**config.mk**
```make
export PLATFORM = sky130hd
export DESIGN_NAME = clock_buffer_control_pins
export DESIGN_NICKNAME = d
export VERILOG_FILES = /design/src/clkbuf_pkg.sv /design/src/clock_buffer_control_pins.sv
export SDC_FILE = /design/constraint.sdc
export NUM_CORES = 1
export LEC_CHECK = 0
export BUFFER_PORTS_ARGS = -buffer_cell sky130_fd_sc_hd__clkbuf_2
export CORE_ASPECT_RATIO = 0.75
export CORE_MARGIN = 2
export CORE_UTILIZATION = 55
export CTS_CLUSTER_DIAMETER = 40
export DETAILED_ROUTE_END_ITERATION = 10
export HOLD_SLACK_MARGIN = 0.02
export PLACE_DENSITY = 0.86
export SETUP_SLACK_MARGIN = 0.1
export SLEW_MARGIN = 0
export SYNTH_ARGS = -nofsm -noshare
export SYNTH_HDL_FRONTEND = slang
export SYNTH_SLANG_ARGS = --single-unit
```
**constraint.sdc**
```tcl
create_clock -name CLK -period 3.5 [get_ports CLK]
set_clock_uncertainty 0.05 [all_clocks]
set_input_delay 0.175 -clock CLK [delete_from_list [all_inputs] [get_ports CLK]]
set_output_delay 0.175 -clock CLK [all_outputs]
set_load 0.02 [all_outputs]
```
**src/clkbuf_pkg.sv**
```systemverilog
// shared constants and strap decode tables for the clock buffer control pins
package clkbuf_pkg;
  localparam int NUM_OUT    = 4;
  localparam int DIV_W      = 10;
  localparam int LVL_W      = 3;
  localparam int STD_W      = 2;
  localparam int ADDR_W     = 7;
  localparam int DATA_W     = 16;
  localparam int CMD_BITS   = 8;
  localparam int FRAME_BITS = 24;
  localparam int BYTE_BITS  = 8;
  localparam int NUM_STRAP  = 6;
  localparam logic [1:0] SEL_SPI = 2'h0;
  localparam logic [1:0] SEL_I2C = 2'h1;
  typedef enum logic [1:0] {SRC_SPI, SRC_I2C, SRC_STRAP} src_t;
  localparam logic [STD_W-1:0] STD_LVDS = 2'h0;
  localparam logic [STD_W-1:0] STD_HSTL = 2'h1;
  localparam logic [STD_W-1:0] STD_CMOS = 2'h2;
  localparam logic [DIV_W-1:0] DIV_DEFAULT   = 10'h000;
  localparam logic [DIV_W-1:0] DIV_STRAP_MAX = 10'h00f;
  localparam logic [STD_W-1:0] STD_DEFAULT   = 2'h0;
  localparam logic [ADDR_W-1:0] ADDR_STD_A = 7'h04;
  localparam logic [ADDR_W-1:0] ADDR_STD_B = 7'h05;
  localparam logic [6:0] I2C_DEV_ADDR = 7'h30;
  // positions inside the synchronised pin vector
  localparam int P_RESET = 0;
  localparam int P_SYNC  = 1;
  localparam int P_INSEL = 2;
  localparam int P_SEL   = 3;
  localparam int P_CS    = 5;
  localparam int P_SCLK  = 6;
  localparam int P_SDIO  = 7;
  localparam int P_REFP  = 8;
  localparam int P_REFN  = 9;
  localparam int P_STRAP = 10;
  localparam int PIN_W   = 28;
  // reset, sync and chip select idle high
  localparam logic [PIN_W-1:0] PIN_IDLE = 28'h0000023;

  function automatic logic [DIV_W-1:0] strap_div(input logic [LVL_W-1:0] l);
    unique case (l)
      3'h0: strap_div = 10'h000;
      3'h1: strap_div = 10'h001;
      3'h2: strap_div = 10'h002;
      3'h3: strap_div = 10'h003;
      3'h4: strap_div = 10'h004;
      3'h5: strap_div = 10'h005;
      3'h6: strap_div = 10'h007;
      3'h7: strap_div = 10'h00f;
    endcase
  endfunction

  function automatic logic [STD_W-1:0] strap_std(input logic [LVL_W-1:0] l);
    if (l < 3'h3) strap_std = STD_LVDS;
    else if (l < 3'h6) strap_std = STD_HSTL;
    else strap_std = STD_CMOS;
  endfunction
endpackage

```
**src/clock_buffer_control_pins.sv**
```systemverilog
// control pins of a four-output clock buffer: source select, serial ports, straps
`timescale 1ns/100ps
module clock_buffer_control_pins (
  input  wire logic                        CLK,
  input  wire logic                        RST_N,
  input  wire logic                        CE,
  input  wire logic                        RESET_PIN_N,
  input  wire logic                        SYNC_PIN_N,
  input  wire logic                        IN_SEL,
  input  wire logic [1:0]                  PROGRAM_SOURCE_SELECT_CODE,
  input  wire logic                        THREE_WIRE,
  input  wire logic                        CS_N,
  input  wire logic                        SCLK,
  input  wire logic                        SDIO_IN,
  output logic                             SDIO_OUT,
  output logic                             SDIO_OE_N,
  output logic                             SDO_OUT,
  output logic                             SDO_OE_N,
  input  wire logic                        REF_P,
  input  wire logic                        REF_N,
  input  wire logic [2:0]                  STRAP_DIVIDER_OUT_0,
  input  wire logic [2:0]                  STRAP_DIVIDER_OUT_1,
  input  wire logic [2:0]                  STRAP_DIVIDER_OUT_2,
  input  wire logic [2:0]                  STRAP_DIVIDER_OUT_3,
  input  wire logic [2:0]                  STRAP_LEVEL_GROUP_A,
  input  wire logic [2:0]                  STRAP_LEVEL_GROUP_B,
  output logic                             CLOCK_OUTPUT_0,
  output logic                             CLOCK_OUTPUT_1,
  output logic                             CLOCK_OUTPUT_2,
  output logic                             CLOCK_OUTPUT_3,
  output logic [1:0]                       OUT_STD_0,
  output logic [1:0]                       OUT_STD_1,
  output logic [1:0]                       OUT_STD_2,
  output logic [1:0]                       OUT_STD_3,
  output clkbuf_pkg::src_t                 PROG_SOURCE,
  output logic                             POWER_DOWN,
  output logic                             REF_DIFF_MODE
);
  localparam int DW = clkbuf_pkg::DIV_W;
  localparam int SW = clkbuf_pkg::STD_W;
  localparam int N  = clkbuf_pkg::NUM_OUT;

  logic [clkbuf_pkg::PIN_W-1:0] meta_reg, meta_next, pin_reg, pin_next;
  logic rst_pin, sync_pin, in_sel, cs_n, sclk, sdio, refp, refn;
  logic [clkbuf_pkg::LVL_W-1:0] lvl [clkbuf_pkg::NUM_STRAP];
  logic [1:0] sel;

  // every pin except THREE_WIRE passes two flops; idle values keep reset and sync deasserted
  always_comb begin
    meta_next = meta_reg;
    pin_next  = pin_reg;
    if (!RST_N) begin
      meta_next = clkbuf_pkg::PIN_IDLE;
      pin_next  = clkbuf_pkg::PIN_IDLE;
    end else if (CE) begin
      meta_next = {STRAP_LEVEL_GROUP_B, STRAP_LEVEL_GROUP_A,
                   STRAP_DIVIDER_OUT_3, STRAP_DIVIDER_OUT_2,
                   STRAP_DIVIDER_OUT_1, STRAP_DIVIDER_OUT_0, REF_N, REF_P,
                   SDIO_IN, SCLK, CS_N, PROGRAM_SOURCE_SELECT_CODE, IN_SEL, SYNC_PIN_N,
                   RESET_PIN_N};
      pin_next  = meta_reg;
    end
  end

  always_ff @(posedge CLK) begin
    meta_reg <= meta_next;
    pin_reg  <= pin_next;
  end

  assign rst_pin  = pin_reg[clkbuf_pkg::P_RESET];
  assign sync_pin = pin_reg[clkbuf_pkg::P_SYNC];
  assign in_sel   = pin_reg[clkbuf_pkg::P_INSEL];
  assign sel      = pin_reg[clkbuf_pkg::P_SEL +: 2];
  assign cs_n     = pin_reg[clkbuf_pkg::P_CS];
  assign sclk     = pin_reg[clkbuf_pkg::P_SCLK];
  assign sdio     = pin_reg[clkbuf_pkg::P_SDIO];
  assign refp     = pin_reg[clkbuf_pkg::P_REFP];
  assign refn     = pin_reg[clkbuf_pkg::P_REFN];
  for (genvar k = 0; k < clkbuf_pkg::NUM_STRAP; k++) begin : g_lvl
    assign lvl[k] = pin_reg[clkbuf_pkg::P_STRAP + k*clkbuf_pkg::LVL_W +:
                            clkbuf_pkg::LVL_W];
  end

  clkbuf_pkg::src_t src_reg, src_next;
  logic pd_reg, pd_next, rdiff_reg, rdiff_next, pend_reg, pend_next;
  logic ref_reg, ref_next, refl_reg, refl_next, sync_l_reg, sync_l_next;
  logic sclk_l_reg, sclk_l_next, sdio_l_reg, sdio_l_next;
  logic [DW-1:0] div_reg [N];
  logic [DW-1:0] div_next [N];
  logic [DW-1:0] sdiv_reg [N];
  logic [DW-1:0] sdiv_next [N];
  logic [DW-1:0] eff_div [N];
  logic [SW-1:0] std_a_reg, std_a_next, std_b_reg, std_b_next;
  logic [SW-1:0] sstd_a_reg, sstd_a_next, sstd_b_reg, sstd_b_next;
  logic [SW-1:0] ostd_reg [N];
  logic [SW-1:0] ostd_next [N];
  logic [clkbuf_pkg::FRAME_BITS-2:0] sin_reg, sin_next;
  logic [clkbuf_pkg::DATA_W-1:0] sout_reg, sout_next;
  logic [4:0] scnt_reg, scnt_next;
  logic srd_reg, srd_next, bit_reg, bit_next, spi_go;
  logic i_act_reg, i_act_next, ack_reg, ack_next;
  logic [3:0] ibit_reg, ibit_next;
  logic [1:0] ibyte_reg, ibyte_next;
  logic [7:0] ish_reg, ish_next, ihi_reg, ihi_next;
  logic [clkbuf_pkg::ADDR_W-1:0] iadr_reg, iadr_next;
  logic sdo_oe_reg, sdo_oe_next, sdio_oe_reg, sdio_oe_next, sdio_o_reg;
  logic sdio_o_next;
  logic wr_en;
  logic [clkbuf_pkg::ADDR_W-1:0] wr_addr;
  logic [clkbuf_pkg::DATA_W-1:0] wr_data;
  logic strap_mode, ref_rise;
  logic run_reg, run_next;
  logic [1:0] primed_reg, primed_next;

  function automatic logic [clkbuf_pkg::DATA_W-1:0] rd_word(
    input logic [clkbuf_pkg::ADDR_W-1:0] a);
    rd_word = '0;
    if (a < clkbuf_pkg::ADDR_W'(N)) rd_word[DW-1:0] = div_reg[a[1:0]];
    else if (a == clkbuf_pkg::ADDR_STD_A) rd_word[SW-1:0] = std_a_reg;
    else if (a == clkbuf_pkg::ADDR_STD_B) rd_word[SW-1:0] = std_b_reg;
  endfunction

  assign strap_mode = (src_reg == clkbuf_pkg::SRC_STRAP);
  assign ref_rise   = ref_reg & ~refl_reg;
  assign spi_go     = (src_reg == clkbuf_pkg::SRC_SPI) && !cs_n;

  always_comb begin
    src_next = src_reg; pd_next = pd_reg; rdiff_next = rdiff_reg;
    pend_next = pend_reg; ref_next = ref_reg; refl_next = refl_reg;
    sync_l_next = sync_l_reg; sclk_l_next = sclk_l_reg;
    sdio_l_next = sdio_l_reg; div_next = div_reg; sdiv_next = sdiv_reg;
    std_a_next = std_a_reg; std_b_next = std_b_reg; ostd_next = ostd_reg;
    sstd_a_next = sstd_a_reg; sstd_b_next = sstd_b_reg;
    sin_next = sin_reg; sout_next = sout_reg; scnt_next = scnt_reg;
    srd_next = srd_reg; bit_next = bit_reg; i_act_next = i_act_reg;
    ack_next = ack_reg; ibit_next = ibit_reg; ibyte_next = ibyte_reg;
    ish_next = ish_reg; ihi_next = ihi_reg; iadr_next = iadr_reg;
    sdo_oe_next = sdo_oe_reg; sdio_oe_next = sdio_oe_reg;
    sdio_o_next = sdio_o_reg;
    run_next = run_reg; primed_next = primed_reg;
    wr_en = 1'b0; wr_addr = '0; wr_data = '0;
    if (!RST_N) begin
      src_next = clkbuf_pkg::SRC_SPI; pd_next = 1'b0; rdiff_next = 1'b0;
      pend_next = 1'b1; ref_next = 1'b0; refl_next = 1'b0;
      sync_l_next = 1'b1; sclk_l_next = 1'b0; sdio_l_next = 1'b0;
      for (int i = 0; i < N; i++) begin
        div_next[i] = clkbuf_pkg::DIV_DEFAULT;
        sdiv_next[i] = clkbuf_pkg::DIV_DEFAULT;
        ostd_next[i] = clkbuf_pkg::STD_DEFAULT;
      end
      std_a_next = clkbuf_pkg::STD_DEFAULT; std_b_next = std_a_next;
      sstd_a_next = std_a_next; sstd_b_next = std_a_next;
      sin_next = '0; sout_next = '0; scnt_next = '0; srd_next = 1'b0;
      bit_next = 1'b0; i_act_next = 1'b0; ack_next = 1'b0; ibit_next = '0;
      ibyte_next = '0; ish_next = '0; ihi_next = '0; iadr_next = '0;
      sdo_oe_next = 1'b1; sdio_oe_next = 1'b1; sdio_o_next = 1'b0;
      run_next = 1'b0; primed_next = '0;
    end else if (CE) begin
      if (sel == clkbuf_pkg::SEL_SPI) src_next = clkbuf_pkg::SRC_SPI;
      else if (sel == clkbuf_pkg::SEL_I2C) src_next = clkbuf_pkg::SRC_I2C;
      else src_next = clkbuf_pkg::SRC_STRAP;
      pd_next = !rst_pin;
      primed_next = {primed_reg[0], 1'b1};
      run_next = !pd_reg && sync_pin && (run_reg || ref_rise);
      rdiff_next = in_sel;
      // differential: follow the true pin only while the pair disagrees
      ref_next = (in_sel && refp == refn) ? ref_reg : refp;
      refl_next = ref_reg; sync_l_next = sync_pin;
      sclk_l_next = sclk; sdio_l_next = sdio;
      // SPI slave, frame: read flag, address, 16 data bits, msb first
      if (!spi_go) begin
        scnt_next = '0;
        srd_next = 1'b0;
      end else begin
        if (sclk && !sclk_l_reg && scnt_reg != 5'(clkbuf_pkg::FRAME_BITS))
        begin
          sin_next = {sin_reg[clkbuf_pkg::FRAME_BITS-3:0], sdio};
          scnt_next = scnt_reg + 5'h1;
          if (scnt_reg == 5'(clkbuf_pkg::CMD_BITS - 1)) begin
            srd_next = sin_reg[clkbuf_pkg::CMD_BITS-2];
            sout_next = rd_word({sin_reg[clkbuf_pkg::ADDR_W-2:0], sdio});
          end
          if (scnt_reg == 5'(clkbuf_pkg::FRAME_BITS - 1) && !srd_reg) begin
            wr_en = 1'b1;
            wr_addr = sin_reg[clkbuf_pkg::FRAME_BITS-3 -: clkbuf_pkg::ADDR_W];
            wr_data = {sin_reg[clkbuf_pkg::DATA_W-2:0], sdio};
          end
        end
        if (!sclk && sclk_l_reg && srd_reg) begin
          bit_next = sout_reg[clkbuf_pkg::DATA_W-1];
          sout_next = {sout_reg[clkbuf_pkg::DATA_W-2:0], 1'b0};
        end
      end
      // I2C slave on the same two pins, write only
      if (src_reg != clkbuf_pkg::SRC_I2C ||
          (sclk && sclk_l_reg && !sdio_l_reg && sdio)) begin
        i_act_next = 1'b0;
        ack_next = 1'b0;
      end else if (sclk && sclk_l_reg && sdio_l_reg && !sdio) begin
        i_act_next = 1'b1; ack_next = 1'b0; ibit_next = '0; ibyte_next = '0;
      end else if (i_act_reg) begin
        // bits count on scl rises; the fall after the eighth raises ack,
        // the next fall drops it; a fifth byte is not acknowledged
        if (sclk && !sclk_l_reg && ibit_reg < 4'(clkbuf_pkg::BYTE_BITS)) begin
          ish_next = {ish_reg[6:0], sdio};
          ibit_next = ibit_reg + 4'h1;
        end
        if (!sclk && sclk_l_reg && ack_reg) begin
          ibit_next = '0; ack_next = 1'b0;
          i_act_next = (ibyte_reg != 2'h3);
          ibyte_next = ibyte_reg + 2'h1;
        end else if (!sclk && sclk_l_reg &&
                     ibit_reg == 4'(clkbuf_pkg::BYTE_BITS)) begin
          ack_next = 1'b1;
          unique case (ibyte_reg)
            2'h0: ack_next = ish_reg[7:1] == clkbuf_pkg::I2C_DEV_ADDR &&
                             !ish_reg[0];
            2'h1: iadr_next = ish_reg[6:0];
            2'h2: ihi_next = ish_reg;
            2'h3: begin
              wr_en = 1'b1; wr_addr = iadr_reg; wr_data = {ihi_reg, ish_reg};
            end
          endcase
          i_act_next = ack_next;
        end
      end
      sdo_oe_next = !(spi_go && srd_reg && !THREE_WIRE);
      sdio_oe_next = !((spi_go && srd_reg && THREE_WIRE) || ack_reg);
      sdio_o_next = (src_reg == clkbuf_pkg::SRC_I2C) ? 1'b0 : bit_reg;
      if (wr_en && !strap_mode) begin
        if (wr_addr < clkbuf_pkg::ADDR_W'(N))
          div_next[wr_addr[1:0]] = wr_data[DW-1:0];
        else if (wr_addr == clkbuf_pkg::ADDR_STD_A) std_a_next = wr_data[SW-1:0];
        else if (wr_addr == clkbuf_pkg::ADDR_STD_B) std_b_next = wr_data[SW-1:0];
      end
      if (!rst_pin) begin
        pend_next = 1'b1; std_a_next = clkbuf_pkg::STD_DEFAULT;
        std_b_next = clkbuf_pkg::STD_DEFAULT;
        for (int i = 0; i < N; i++) div_next[i] = clkbuf_pkg::DIV_DEFAULT;
      end else if (pend_reg && primed_reg[1]) begin
        // wait until both sampler stages hold real strap levels
        pend_next = 1'b0;
        for (int i = 0; i < N; i++)
          sdiv_next[i] = clkbuf_pkg::strap_div(lvl[i]);
        sstd_a_next = clkbuf_pkg::strap_std(lvl[N]);
        sstd_b_next = clkbuf_pkg::strap_std(lvl[N+1]);
      end
      for (int i = 0; i < N; i++)
        ostd_next[i] = strap_mode ? ((i < N/2) ? sstd_a_reg : sstd_b_reg)
                                  : ((i < N/2) ? std_a_reg : std_b_reg);
    end
  end

  always_ff @(posedge CLK) begin
    src_reg <= src_next; pd_reg <= pd_next; rdiff_reg <= rdiff_next;
    pend_reg <= pend_next; ref_reg <= ref_next; refl_reg <= refl_next;
    sync_l_reg <= sync_l_next; sclk_l_reg <= sclk_l_next;
    sdio_l_reg <= sdio_l_next; div_reg <= div_next; sdiv_reg <= sdiv_next;
    std_a_reg <= std_a_next; std_b_reg <= std_b_next; ostd_reg <= ostd_next;
    sstd_a_reg <= sstd_a_next; sstd_b_reg <= sstd_b_next;
    sin_reg <= sin_next; sout_reg <= sout_next; scnt_reg <= scnt_next;
    srd_reg <= srd_next; bit_reg <= bit_next; i_act_reg <= i_act_next;
    ack_reg <= ack_next; ibit_reg <= ibit_next; ibyte_reg <= ibyte_next;
    ish_reg <= ish_next; ihi_reg <= ihi_next; iadr_reg <= iadr_next;
    sdo_oe_reg <= sdo_oe_next; sdio_oe_reg <= sdio_oe_next;
    sdio_o_reg <= sdio_o_next;
    run_reg <= run_next; primed_reg <= primed_next;
  end

  logic [N-1:0] out_v;
  logic [DW-1:0] cnt_v [N];
  for (genvar i = 0; i < N; i++) begin : g_out
    logic [DW-1:0] cnt_reg, cnt_next;
    logic out_reg, out_next;
    logic [DW:0] half;
    assign eff_div[i] = strap_mode ? sdiv_reg[i] : div_reg[i];
    assign half = ({1'b0, eff_div[i]} + (DW+1)'(2)) >> 1;
    always_comb begin
      cnt_next = cnt_reg;
      out_next = out_reg;
      if (!RST_N || pd_reg || !sync_pin) begin
        cnt_next = '0;
        out_next = 1'b0;
      end else if (CE) begin
        // stopped dividers restart together on the next reference rise,
        // and every output edge lands in the cycle the ratio-1 path moves
        if (ref_rise) cnt_next = (!run_reg || cnt_reg == eff_div[i]) ? '0
                                 : cnt_reg + DW'(1);
        if (!run_reg && !ref_rise)
          out_next = 1'b0;
        else
          out_next = (eff_div[i] == '0) ? ref_reg
                                        : ({1'b0, cnt_next} < half);
      end
    end
    always_ff @(posedge CLK) begin
      cnt_reg <= cnt_next;
      out_reg <= out_next;
    end
    assign out_v[i] = out_reg;
    assign cnt_v[i] = cnt_reg;
  end

  assign CLOCK_OUTPUT_0 = out_v[0];
  assign CLOCK_OUTPUT_1 = out_v[1];
  assign CLOCK_OUTPUT_2 = out_v[2];
  assign CLOCK_OUTPUT_3 = out_v[3];
  assign OUT_STD_0 = ostd_reg[0];
  assign OUT_STD_1 = ostd_reg[1];
  assign OUT_STD_2 = ostd_reg[2];
  assign OUT_STD_3 = ostd_reg[3];
  assign PROG_SOURCE = src_reg;
  assign POWER_DOWN = pd_reg;
  assign REF_DIFF_MODE = rdiff_reg;
  assign SDO_OUT = bit_reg;
  assign SDO_OE_N = sdo_oe_reg;
  assign SDIO_OUT = sdio_o_reg;
  assign SDIO_OE_N = sdio_oe_reg;

  logic [DW-1:0] div0;
  assign div0 = div_reg[0];
endmodule

```
==> results.py <==
metrics = {
    "run_status": {
        "outcome": "completed",
    },
    "detailed_routing": {
        "drt_first_iter_violations": 1885,
        "wl_per_cell_um": 20.3,
        "drtPass1Iterations": 8,
        "drc": 0,
        "routed_wl_um": 42200,
        "ant_nets": 0,
        "vias_per_cell": 6.30,
        "num_vias": 13108,
    },
    "synth": {
        "ys_ff_latch": 253,
        "synth_top_area_cell": "dfxtp_1",
        "async_flop_share_pct": 0,
        "synth_area_leaders": "dfxtp_1 (37%), mux2i_1 (7.0%), nor2_1 (6.3%)",
        "yosys-top-cells-count": "dfxtp_1 (253), nor2_1 (232), nand2_1 (221)",
        "ys_seq_area_share_pct": 36.8,
        "synth_edf_count": 0,
        "synth.net_count": 1750,
        "syn_inst": 1666,
        "synth.distinct_cells": 75,
        "yosysMostFrequentCell": "dfxtp_1",
        "synthDominantCellAreaShare_pct": 36.8,
        "synth_area_per_cell_sq_um": 8.26,
        "netlist_area_sq_mm": 0.0138,
        "synth_flop_cell": "dfxtp_1",
        "yosys_warnings": 0,
    },
    "global_routing": {
        "grt_busiest_layer": "met2",
        "grt_pass1_vias": 12309,
        "use_met3_pct": 7.37,
        "grt_start_max_net_pins": 153,
        "antenna_found_initial": 0,
        "use_met1_pct": 41.2,
        "grt_pass1_wl_um": 65000,
        "grt.overflow.total": 0,
        "globalRouteMet2Util_pct": 46.1,
        "grt_usage_pct": 30.2,
    },
    "clock_network": {
        "clk_pin_slew_worst_paths_ns": 0.06,
        "clkSinkCount": 253,
        "insertion_delay_ns": 0.56,
        "cts_tree": "built",
        "clockBufferDepth": 3,
        "numCtsBuffers": 27,
        "cts-htree-levels": 1,
        "cts_root_buf": "clkbuf_16",
    },
    "placement": {
        "port_buffers": 51,
        "placed_cell_area_sq_mm": 0.0145,
        "gp_congestion": 0.991,
        "dp_cells": 1994,
        "hpwl_um": 27600,
    },
    "worst_setup_path": {
        "arrival_ns": 3.70,
        "start_kind": "register",
        "critPathCapture": "CLOCK_OUTPUT_1$_SDFFE_PP0P_",
        "path_depth": 16,
        "crit_fanout": 7,
        "slowest_delay_ns": 0.33,
        "crit_path_frequent_cell": "a21o_1",
        "worst_path_max_delay_cell": "dfxtp_2",
        "required_ns": 3.92,
        "crit_type": "register to register",
        "ff2ff_path_depth": 16,
        "cp_cell_sequence": "buf_6, nand2b_4, clkbuf_16, mux2i_4, xnor2_2, nor4_2, a21oi_2, nor2_4, nor2_1, ha_1, a21o_1, a21o_1, a211o_1, o21ai_0, o211ai_1, a31oi_1",
        "cp-startpoint": "PROG_SOURCE[1]$_SDFFE_PN0P_",
        "critical_path.top_delay_family": "compound AO/OA/AOI/OAI gates",
        "crit_buf_inv": 2,
        "reg2reg_slack_ns": 0.21,
        "r2r-start": "PROG_SOURCE[1]$_SDFFE_PN0P_",
        "regToRegEndpoint": "CLOCK_OUTPUT_1$_SDFFE_PP0P_",
        "worstSetupEndpointType": "register",
    },
    "sta": {
        "drv_slew": 0,
        "maxSlewHeadroom_pct": 32.0,
        "setup_violations": 0,
        "fin_crit_sh_pct": 93.9,
        "fmax_mhz": 304,
        "fin_crit_ns": 3.29,
        "hold_viol_final": 0,
        "rsz0062_at_grt": "false",
        "fin_setup_tns_ns": 0,
        "worst-slew-pin-transition_ns": 1.01,
        "hold_ws_ns": 0.112,
    },
    "flow_run": {
        "cap_violations": 0,
    },
    "die": {
        "dieArea_sq_mm": 0.0263,
        "rows": 50,
        "start_util_pct": 55.6,
        "core-area_sq_mm": 0.0248,
        "die_y_um": 141,
        "boundaryPins": 52,
        "die_w_um": 187,
    },
    "power": {
        "irDropWorstVdd_uv": 393,
        "p_per_area_mw_per_mm2": 384,
        "total_power_mw": 6.18,
        "leakage_nw": 6.27,
    },
    "cells_and_area": {
        "fin_cells": 2079,
        "seq_area_sq_mm": 0.00507,
        "area_delta_synth_final_pct": 16.9,
        "nets": 1807,
        "drive_gt1_share_pct": 13.6,
        "nFillCells": 1866,
        "fin_area_sq_mm": 0.0161,
        "multi_input_area_sq_mm": 0.00837,
        "largest_reg_flops": 40,
        "antenna_cells": 0,
    },
    "worst_hold_path": {
        "hold-path-cell-count": 3,
        "hold_path_class": "input port to register",
    },
}
[area by class of cell]
| cell class | instances | area share [%] |
|---|---|---|
| Timing Repair Buffer | 152 | 7.59 |
| Sequential cell | 253 | 31.5 |
| Multi-Input combinational cell | 1259 | 52.0 |
| Clock buffer | 32 | 4.50 |
| Inverter | 30 | 0.715 |
| Clock inverter | 15 | 1.10 |
| Tap cell | 338 | 2.63 |
[worst min-delay path, cell delays in order]
cell	delay (ns)
buf_4	0.25
mux2i_1	0.16
nor2_1	0.08
[how the worst min path moves through the flow]
stage / slack, ns / startpoint / to
2_1_floorplan: 0.25 / RESET_PIN_N / meta_reg[0]$_SDFFE_PN1P_
3_3_place_gp: 0.34 / CS_N / meta_reg[5]$_SDFFE_PN1P_
3_5_place_dp: 0.36 / RESET_PIN_N / meta_reg[0]$_SDFFE_PN1P_
4_1_cts: 0.11 / CE / ack_reg$_SDFFE_PN0P_
5_1_grt: 0.13 / CE / pin_reg[7]$_SDFFE_PN0P_
6_report: 0.11 / CE / pin_reg[7]$_SDFFE_PN0P_
[layer usage]
metal  routed length [um]  share of wire (%)
met1                17400                 41
met2                18300                 43
met3                 4640                 11
met4                 1950                4.6
met5                    0                  0
[through the flow]
step / util, % / setup slack (ns)
after CTS: 63.4 / 0.114
final: 65.0 / 0.215
after floorplan: - / 0.171
after global placement: 58.5 / 0.221
after detailed placement: 58.5 / 0.104
after global routing: 65.0 / 0.0756
[repair_timing]
action                                  in CTS  in global routing
buffers inserted                             0                  4
gates cloned                                 0                  4
gates resized for setup                      2                 54
pin swaps                                    2                 29
endpoints found under the setup margin       1                  4
endpoints found under the hold margin       34                  0
hold buffers                                30                  0
[layout by cell type, fill, tap and decap left out, types with 31 or more instances in the layout]
cell type	n
a21oi_1	94
a22o_1	33
buf_4	61
clkbuf_16	31
clkbuf_2	50
dfxtp_1	250
ha_1	51
mux2i_1	88
nand2_1	221
nand3_1	50
nor2_1	219
nor3_1	42
o21ai_0	31
xnor2_1	64
xor2_1	41
[where the power goes]
part | switching, mW | total [mW] | internal [mW] | leakage (nW)
Clock | 1.26 | 2.91 | 1.65 | 0.435
Sequential | 0.0347 | 2.95 | 2.92 | 2.05
Combinational | 0.202 | 0.322 | 0.120 | 3.79
Total | 1.50 | 6.18 | 4.69 | 6.27
[kinds of logic (layout without fill, tap and decap cells)]
| family | count (synthesis) | count (layout) | share of synthesized area [%] |
|---|---|---|---|
| AND/OR/NAND/NOR | 692 | 692 | 23.6 |
| AO/OA/AOI/OAI | 299 | 299 | 14.8 |
| flip-flops | 253 | 253 | 36.8 |
| buffers and inverters | 154 | 229 | 4.42 |
| multiplexers | 109 | 109 | 8.88 |
| XOR/XNOR | 107 | 107 | 6.81 |
| adder cells (fa/ha/maj) | 52 | 52 | 4.73 |
(Power assumes the default switching activity.)
